===== src/hdl/qtm_defines.svh =====
// Register offsets, field positions and divider constants of the quad timer
`ifndef QTM_DEFINES_SVH
`define QTM_DEFINES_SVH
// Printed mode register offsets are word indices
`define QTM_IDX_MODE_A 8'hd0
`define QTM_IDX_MODE_B 8'hd2
`define QTM_IDX_MODE_C 8'hd6
`define QTM_IDX_MODE_D 8'hd8
`define QTM_ADDR_MATCH0 12'h000
`define QTM_ADDR_COUNT 12'h010
`define QTM_ADDR_STATUS 12'h014
`define QTM_ADDR_MASK 12'h018
`define QTM_B_RESTART 0
`define QTM_B_RUN 1
`define QTM_CK_LSB 2
`define QTM_B_CAP_LO 5
`define QTM_B_CAP_HI 4
`define QTM_B_PWM 5
`define QTM_B_JOIN 6
`define QTM_B_DUTY 7
`define QTM_MODE_LO_MASK 8'h3f
`define QTM_MODE_HI_MASK 8'hff
`define QTM_MODE_RST 8'h00
`define QTM_DIV_W 11
// Log2 of divide ratio per clock select code, code 0 in the low nibble
`define QTM_LG_A 28'hb975321
`define QTM_LG_C 28'ha864321
`define QTM_LG_B 12'h420
`define QTM_EXT_CODE 3'h7
`define QTM_CHAIN_CODE 2'h3
`endif


===== src/hdl/qtm_empty_placeholder_none.sv =====
// Intentionally empty compilation unit marker
`timescale 1ns/10ps
`default_nettype none
`default_nettype wire


===== src/hdl/qtm_pkg.sv =====
// Types shared by the quad timer mode control
package qtm_pkg;
  typedef struct packed {
    logic [3:0] capture_sel;
    logic [1:0] pulse_width_enable;
    logic [1:0] duty_level_select;
    logic [1:0] pair_join;
  } qtm_mode_t;
endpackage


===== src/hdl/qtm_timer_ctrl.sv =====
// Quad 8-bit timer mode control with APB registers and match interrupt
//
// How it works
// - capture bit selects capture or timer mode
// - timer a select codes pick prescaler or pin
// - timer c select codes pick prescaler or pin
// - timer b selects 1, 4, 16 or chain
// - run bit zero pauses the counter
// - restart write clears count; zero stops
// - duty level bit sets pair PWM polarity
// - join bit makes a pair 16-bit
// - upper PWM enable bit gates PWM
// - mode registers reset to zero
// - timer d selects 1, 4, 16 or chain
// - count to match, wrap, set flag
// - external pin counts rising edges
//
// The APB register port is this design's own decision.
`timescale 1ns/10ps
`default_nettype none
`include "qtm_defines.svh"
module qtm_timer_ctrl (
  input wire logic pclk,
  input wire logic presetn,
  input wire logic psel,
  input wire logic penable,
  input wire logic pwrite,
  input wire logic [11:0] paddr,
  input wire logic [31:0] pwdata,
  output logic [31:0] prdata,
  output logic pready,
  output logic pslverr,
  input wire logic ext_count_pin_a,
  input wire logic ext_count_pin_c,
  output logic irq,
  output var qtm_pkg::qtm_mode_t mode_out
);
  localparam logic [11:0] MODE_ADDR [4] = '{
    {2'h0, `QTM_IDX_MODE_A, 2'h0}, {2'h0, `QTM_IDX_MODE_B, 2'h0},
    {2'h0, `QTM_IDX_MODE_C, 2'h0}, {2'h0, `QTM_IDX_MODE_D, 2'h0}};
  localparam logic [27:0] LG_LO [2] = '{`QTM_LG_A, `QTM_LG_C};
  localparam logic [11:0] LG_HI = `QTM_LG_B;

  logic [7:0] mode_r [4];
  logic [7:0] mode_nxt [4];
  logic [7:0] match_r [4];
  logic [7:0] match_nxt [4];
  logic [7:0] cnt_r [4];
  logic [7:0] cnt_nxt [4];
  logic [3:0] status_r, status_nxt;
  logic [3:0] mask_r, mask_nxt;
  logic [31:0] rdata_r, rdata_nxt;
  logic pready_r, pready_nxt;
  logic err_r, err_nxt;
  logic [`QTM_DIV_W-1:0] div_r, div_nxt;
  logic [5:0] sync_r, sync_nxt;
  logic [3:0] tick;
  logic [3:0] hit;
  logic [3:0] mode_wr;
  logic [1:0] ext_edge;
  logic wr_take, rd_take;

  function automatic logic div_tick(input logic [`QTM_DIV_W-1:0] d, input logic [3:0] lg);
    logic [`QTM_DIV_W-1:0] m;
    m = ~({`QTM_DIV_W{1'b1}} << lg);
    return (d & m) == m;
  endfunction

  assign wr_take = psel & penable & pready_r & pwrite;
  assign rd_take = psel & penable & pready_r & ~pwrite;
  assign prdata = rdata_r;
  assign pready = pready_r;
  assign pslverr = err_r;
  assign irq = |(status_r & mask_r);
  // Second stage feeds the edge detector; first stage is left alone
  assign ext_edge[0] = sync_r[1] & ~sync_r[2];
  assign ext_edge[1] = sync_r[4] & ~sync_r[5];

  always_comb begin
    for (int p = 0; p < 2; p++) begin
      mode_out.capture_sel[2*p] = mode_r[2*p][`QTM_B_CAP_LO];
      mode_out.capture_sel[2*p+1] = mode_r[2*p+1][`QTM_B_CAP_HI];
      mode_out.pulse_width_enable[p] = mode_r[2*p+1][`QTM_B_PWM];
      mode_out.duty_level_select[p] = mode_r[2*p+1][`QTM_B_DUTY];
      mode_out.pair_join[p] = mode_r[2*p+1][`QTM_B_JOIN];
    end
  end

  // Clock select: one free-running divider serves every ratio
  always_comb begin
    logic [2:0] sl;
    logic [1:0] sh;
    sl = 3'h0;
    sh = 2'h0;
    div_nxt = div_r + `QTM_DIV_W'(1);
    sync_nxt = {sync_r[4:3], ext_count_pin_c, sync_r[1:0], ext_count_pin_a};
    for (int p = 0; p < 2; p++) begin
      sl = mode_r[2*p][`QTM_CK_LSB+2:`QTM_CK_LSB];
      sh = mode_r[2*p+1][`QTM_CK_LSB+1:`QTM_CK_LSB];
      if (sl == `QTM_EXT_CODE) begin
        tick[2*p] = ext_edge[p];
      end else begin
        tick[2*p] = div_tick(div_r, LG_LO[p][{sl, 2'h0} +: 4]);
      end
      // Chain code borrows the lower timer's clock; joined mode runs on that clock whatever this code is
      if (sh == `QTM_CHAIN_CODE) begin
        tick[2*p+1] = tick[2*p];
      end else begin
        tick[2*p+1] = div_tick(div_r, LG_HI[{sh, 2'h0} +: 4]);
      end
    end
  end

  // Counters: 8-bit each, or a joined 16-bit pair driven by the lower timer
  always_comb begin
    logic en;
    logic [15:0] v16;
    logic [15:0] m16;
    logic [15:0] n16;
    en = 1'b0;
    v16 = 16'h0;
    m16 = 16'h0;
    n16 = 16'h0;
    hit = 4'h0;
    for (int i = 0; i < 4; i++) begin
      cnt_nxt[i] = cnt_r[i];
      mode_wr[i] = wr_take && (paddr == MODE_ADDR[i]);
      en = tick[i] & mode_r[i][`QTM_B_RUN] & mode_r[i][`QTM_B_RESTART];
      if (mode_wr[i] && pwdata[`QTM_B_RESTART]) begin
        cnt_nxt[i] = 8'h00;
      end else if (en) begin
        if (cnt_r[i] == match_r[i]) begin
          cnt_nxt[i] = 8'h00;
          hit[i] = 1'b1;
        end else begin
          cnt_nxt[i] = cnt_r[i] + 8'h01;
        end
      end
    end
    for (int p = 0; p < 2; p++) begin
      if (mode_r[2*p+1][`QTM_B_JOIN]) begin
        hit[2*p] = 1'b0;
        hit[2*p+1] = 1'b0;
        v16 = {cnt_r[2*p+1], cnt_r[2*p]};
        m16 = {match_r[2*p+1], match_r[2*p]};
        n16 = v16;
        en = tick[2*p] & mode_r[2*p][`QTM_B_RUN] & mode_r[2*p][`QTM_B_RESTART];
        if (mode_wr[2*p] && pwdata[`QTM_B_RESTART]) begin
          n16 = 16'h0000;
        end else if (en) begin
          if (v16 == m16) begin
            n16 = 16'h0000;
            hit[2*p] = 1'b1;
          end else begin
            n16 = v16 + 16'h0001;
          end
        end
        cnt_nxt[2*p] = n16[7:0];
        cnt_nxt[2*p+1] = n16[15:8];
      end
    end
  end

  always_ff @(posedge pclk or negedge presetn) begin
    if (!presetn) begin
      for (int i = 0; i < 4; i++) begin
        cnt_r[i] <= 8'h00;
      end
      div_r <= '0;
      sync_r <= 6'h00;
    end else begin
      cnt_r <= cnt_nxt;
      div_r <= div_nxt;
      sync_r <= sync_nxt;
    end
  end

  // Register file; read data is captured in setup so the access has no wait
  always_comb begin
    logic hit_addr;
    logic [3:0] rd_clr;
    hit_addr = 1'b0;
    rd_clr = 4'h0;
    mode_nxt = mode_r;
    match_nxt = match_r;
    mask_nxt = mask_r;
    rdata_nxt = rdata_r;
    err_nxt = err_r;
    pready_nxt = psel & ~penable;
    if (psel && !penable) begin
      rdata_nxt = 32'h0;
      for (int i = 0; i < 4; i++) begin
        if (paddr == MODE_ADDR[i]) begin
          hit_addr = 1'b1;
          rdata_nxt[7:0] = mode_r[i];
        end
        if (paddr == `QTM_ADDR_MATCH0 + 12'(4 * i)) begin
          hit_addr = 1'b1;
          rdata_nxt[7:0] = match_r[i];
        end
      end
      if (paddr == `QTM_ADDR_COUNT) begin
        hit_addr = 1'b1;
        rdata_nxt = {cnt_r[3], cnt_r[2], cnt_r[1], cnt_r[0]};
      end
      if (paddr == `QTM_ADDR_STATUS) begin
        hit_addr = 1'b1;
        rdata_nxt[3:0] = status_r;
      end
      if (paddr == `QTM_ADDR_MASK) begin
        hit_addr = 1'b1;
        rdata_nxt[3:0] = mask_r;
      end
      if (pwrite) begin
        rdata_nxt = 32'h0;
      end
      err_nxt = ~hit_addr;
    end
    if (wr_take) begin
      for (int i = 0; i < 4; i++) begin
        if (paddr == MODE_ADDR[i]) begin
          mode_nxt[i] = pwdata[7:0] & ((i % 2 == 0) ? `QTM_MODE_LO_MASK : `QTM_MODE_HI_MASK);
        end
        if (paddr == `QTM_ADDR_MATCH0 + 12'(4 * i)) begin
          match_nxt[i] = pwdata[7:0];
        end
      end
      if (paddr == `QTM_ADDR_MASK) begin
        mask_nxt = pwdata[3:0];
      end
    end
    // Only bits that were reported are cleared, and a new hit wins
    if (rd_take && paddr == `QTM_ADDR_STATUS) begin
      rd_clr = rdata_r[3:0];
    end
    status_nxt = (status_r & ~rd_clr) | hit;
  end

  always_ff @(posedge pclk or negedge presetn) begin
    if (!presetn) begin
      for (int i = 0; i < 4; i++) begin
        mode_r[i] <= `QTM_MODE_RST;
        match_r[i] <= 8'h00;
      end
      mask_r <= 4'h0;
      status_r <= 4'h0;
      rdata_r <= 32'h0;
      pready_r <= 1'b0;
      err_r <= 1'b0;
    end else begin
      mode_r <= mode_nxt;
      match_r <= match_nxt;
      mask_r <= mask_nxt;
      status_r <= status_nxt;
      rdata_r <= rdata_nxt;
      pready_r <= pready_nxt;
      err_r <= err_nxt;
    end
  end
endmodule
`default_nettype wire


===== config.mk =====
export PLATFORM = sky130hd
export DESIGN_NAME = qtm_timer_ctrl
export DESIGN_NICKNAME = d
export VERILOG_FILES = /design/src/hdl/qtm_empty_placeholder_none.sv /design/src/hdl/qtm_pkg.sv /design/src/hdl/qtm_timer_ctrl.sv
export VERILOG_INCLUDE_DIRS = /design/src /design/src/hdl
export SDC_FILE = /design/constraint.sdc
export NUM_CORES = 1
export LEC_CHECK = 0
export ABC_AREA = 1
export ABC_CLOCK_PERIOD_IN_PS = 1900
export BUFFER_PORTS_ARGS = -buffer_cell sky130_fd_sc_hd__buf_2
export CAP_MARGIN = 40
export CORE_AREA = 5 5 134 136
export CTS_BUF_LIST = sky130_fd_sc_hd__clkbuf_4 sky130_fd_sc_hd__clkbuf_8
export DETAILED_ROUTE_END_ITERATION = 16
export DIE_AREA = 0 0 139 141
export PLACE_DENSITY = 0.79
export SETUP_SLACK_MARGIN = 0.1
export SYNTH_ARGS = -nofsm -noshare
export SYNTH_HDL_FRONTEND = slang
export SYNTH_SLANG_ARGS = --single-unit

===== constraint.sdc =====
create_clock -name pclk -period 1.9 [get_ports pclk]
set_clock_uncertainty 0.05 [all_clocks]
set_input_delay 0.19 -clock pclk [delete_from_list [all_inputs] [get_ports pclk]]
set_output_delay 0.19 -clock pclk [all_outputs]
set_load 0.03 [all_outputs]

==> flow_summary_export.csv <==
group,metric,value,unit
status,status,"complete, but fails checks",
status,violations,"negative setup slack",
sta,rsz0062_at_grt,"true",
job,cap_violations,0,
synth,avgSynthCellArea,7.510,um^2
worst_setup_path,slowest_delay,0.43,ns
synth,synth_seq_cells,151,
route,post-route-drc-count,0,
power_and_ir_drop,p_switching,1.508,mW
power_and_ir_drop,finalPower,6.084,mW
floorplan,initial_core_util,0.5435,
worst_hold_path,hold_path.class,"in -> reg",
power_and_ir_drop,p_leak,5.798,nW
sta,hold_viol,0,
synth,synth_edf_count,0,
worst_hold_path,min_from,"psel",
global_routing,grt_pass1_wl,44340,um
worst_setup_path,start_kind,"register",
route,avgViaCountPerCell,5.547,
synth,synth.area.mux_share,0,
route,wl_met2,13000,um
worst_setup_path,r2r-end,"status_r[0]$_DFF_PN0_",
route,first_iter_violations,817,
route,ant_nets,0,
cells_and_area,final_util,0.6669,
placed_design,post_dp_cell_area,10370,um^2
power_and_ir_drop,combPwrFrac,0.048,
global_routing,overflow,0,
route,routedWlPerCell,16.75,um
power_and_ir_drop,irDropWorstVdd,0.0004271,V
cells_and_area,nFillCells,1399,
placed_design,pre_cts_ws,-0.2830,ns
worst_setup_path,crit_chain,"buf_4, ha_1, nor2_1, nand2_1, nand3_2, nand2_1, nand3b_1, nand4_1, nand2_2, nand2_4, buf_4, nor2_1, nand2_1, nand2_1",
placed_design,port_buffers,71,
clock_tree,clockRootBuffer,"clkbuf_8",
power_and_ir_drop,power.internal,4.576,mW
synth,netlist_area,9140,um^2
worst_hold_path,hold_depth,4,
cells_and_area,stdcell_area,11210,um^2
clock_tree,cts_tree,"yes",
synth,yosysSeqAreaShare,0.4134,
placed_design,place.gp.congestion,0.9672,
route,routed_wl,27110,um
floorplan,die-area,19600,um^2
worst_setup_path,regToRegSetupSlack,-0.36,ns
floorplan,core,16820,um^2
synth,synthXorXnorAreaFrac,0.04600,
synth,yosys.area_share.adder,0.02327,
placed_design,dp_hpwl,20150,um
clock_tree,htreeDepth,4,
route,drt_pre_antenna_iters,5,
worst_setup_path,worstRegToRegCells,14,
floorplan,die_w,139,um
power_and_ir_drop,pwr-share-clk,0.422,
sta,setup_viol,36,
synth,ys_types,43,
worst_setup_path,cp_data_required_time,2.26,ns
power_and_ir_drop,netSwitchingFraction,0.2479,
route,met1_length,11290,um
sta,worst_slew_pin_slew,0.5170,ns
synth,ys_warn_count,0,
floorplan,die_h,141,um
synth,synth_fp_nets,1285,
synth,async_flop_share,1.000,
global_routing,grt_pass1_vias,8635,
cells_and_area,diodes,0,
clock_tree,clk_pin_slew,0.09,ns
cells_and_area,mostFrequentLayoutCells,"336 x nand2_1, 148 x dfrtp_1, 130 x inv_1",
worst_setup_path,reg2reg_from,"mode_r[27]$_DFFE_PN0P_",
worst_setup_path,critPathMaxFanout,7,
global_routing,antenna_found_initial,0,
sta,report.final.slew_viol_count,0,
synth,synth_top_family_by_area,"simple AND/OR/NAND/NOR gates",
global_routing,grt_max_degree,47,
synth,ys.flop_type,"dfrtp_1",
power_and_ir_drop,pwr-share-seq,0.531,
sta,timing.final.crit_share,1.190,
power_and_ir_drop,pwr_density_cell,542.6,nW/um^2
clock_tree,cts_buffer_depth,2,
sta,slew_headroom,0.6527,
route,via_count,8975,
sta,max_freq,0.4424,GHz
worst_setup_path,slowest_stage,"dfrtp_1",
synth,synth-simple-area-share,0.3147,
worst_hold_path,min_to,"pready$_DFF_PN0_",
global_routing,grt_usage,0.2830,
synth,postSynthCellCount,1217,
worst_setup_path,cp.arrival,2.62,ns
worst_setup_path,cpMostUsedCell,"nand2_1",
clock_tree,cts_sinks,151,
synth,synth_compound_area_frac,0.1151,
cells_and_area,syn_to_final_growth,22.70,%
sta,period_needed,2.260,ns
clock_tree,cts-buffers-inserted,17,
floorplan,ioPinCount,96,
clock_tree,clock_latency,0.47,ns
floorplan,rows,48,
cells_and_area,layout_commonest_cell,"nand2_1",
route,wl_met3,1802,um
route,highest_layer,"met4",
cells_and_area,num-nets-final,1448,
worst_setup_path,worstSetupEndpointType,"register",
cells_and_area,drive_gt1_frac,0.2405,
worst_setup_path,critical_path_class,"reg -> reg",
sta,setup_slack,-0.3604,ns
## cell type report
class / instances / area, um^2 / area share
clock buffer: 20 / 269.0 / 0.02399
inverter: 144 / 540.5 / 0.04820
tap: 225 / 281.5 / 0.02510
sequential: 151 / 3782 / 0.3373
multi-input combinational: 880 / 4890 / 0.4360
clock inverter: 12 / 141.4 / 0.01261
timing repair buffer: 186 / 1310 / 0.1168
## cell families (layout without fill, tap and decap cells)
logic type,count (synthesis),after routing
xor gates and xnor gates,48,48
adders and majority gates,17,17
DFF,151,151
AOI/OAI and AO/OA,182,182
buffers and inverters,190,362
and+or+nand+nor,629,633
## metrics by stage
step,hold WS (ns),cells,TNS [ns]
3_3_place_gp,0.08054,1565,-4.597
4_1_cts,0.02110,1617,-5.899
5_1_grt,0.05395,1618,-12.40
2_1_floorplan,-0.1556,1217,0
6_report,0.05304,1618,-8.625
3_5_place_dp,0.08438,1565,-7.883
## critical path, delay by kind of cell (launching register included)
| family | cells | cell delay (ns) |
|---|---|---|
| DFF | 1 | 0.43 |
| and+or+nand+nor | 11 | 1.25 |
| buffers and inverters | 2 | 0.30 |
| adders and majority gates | 1 | 0.17 |
## cells in the mapped netlist, types with 3 or more instances
master | n | share of area
nand2_1 | 365 | 0.15
dfrtp_1 | 151 | 0.41
inv_1 | 134 | 0.055
o21ai_0 | 123 | 0.067
nand3_1 | 97 | 0.053
nor2_1 | 52 | 0.021
xor2_1 | 39 | 0.037
nand4_1 | 29 | 0.020
a32o_1 | 24 | 0.026
a21oi_1 | 18 | 0.0099
buf_2 | 18 | 0.0099
ha_1 | 17 | 0.023
nor3_1 | 17 | 0.0093
nand2_2 | 14 | 0.0096
buf_4 | 12 | 0.0099
clkbuf_1 | 11 | 0.0045
or2_2 | 10 | 0.0068
inv_2 | 9 | 0.0037
xnor2_1 | 9 | 0.0086
o21ai_1 | 8 | 0.0044
nand3b_1 | 7 | 0.0057
nor2_2 | 7 | 0.0048
nor2_4 | 7 | 0.0086
nand2_4 | 6 | 0.0074
nand3_2 | 4 | 0.0044
or2_0 | 4 | 0.0027
clkbuf_2 | 3 | 0.0016
nor3_2 | 3 | 0.0033
## layer usage
layer	vias to the layer above	GRT usage
met5	-	0
met4	0	0.1184
met2	339	0.4720
met1	4255	0.3654
li1	4303	-
met3	78	0.05156
## power groups by stage
stage	registers (mW)	clock network (mW)	logic [mW]
CTS	3.23	2.59	0.287
detailed placement	3.29	0	0.265
global route	3.23	2.71	0.319
finish	3.23	2.57	0.291
global placement	3.29	0	0.262
floorplan	3.30	0	0.0825
## registers in the layout, summed over array words and instances (netlist names)
| register | count |
|---|---|
| cnt_r | 32 |
| match_r | 32 |
| prdata | 32 |
| mode_r | 18 |
| div_r | 11 |
| mode_out | 10 |
| sync_r | 6 |
| mask_r | 4 |
| status_r | 4 |
| pready | 1 |
| pslverr | 1 |
## how the worst max path moves through the flow
stage / from / to / slack (ns) / depth (start not counted)
CTS: mode_r[26]$_DFFE_PN0P_ / cnt_r[20]$_DFFE_PN0P_ / -0.28 / 13
global route: mode_r[26]$_DFFE_PN0P_ / cnt_r[21]$_DFFE_PN0P_ / -0.46 / 13
floorplan: mode_r[26]$_DFFE_PN0P_ / cnt_r[16]$_DFFE_PN0P_ / 0.05 / 13
global placement: mode_r[26]$_DFFE_PN0P_ / cnt_r[16]$_DFFE_PN0P_ / -0.20 / 13
detailed placement: mode_r[26]$_DFFE_PN0P_ / cnt_r[19]$_DFFE_PN0P_ / -0.28 / 13
finish: mode_r[27]$_DFFE_PN0P_ / status_r[0]$_DFF_PN0_ / -0.36 / 14
## what timing repair did
| action | in CTS | in global routing |
|---|---|---|
| cloned | 3 | 1 |
| buffers inserted | 6 | 0 |
| pin swaps | 19 | 18 |
| setup endpoints to repair | 36 | 46 |
| hold buffers | 11 | 0 |
| resized for setup | 31 | 45 |
| hold endpoints to repair | 150 | 0 |
No activity file was read; power rests on OpenSTA's default activity.
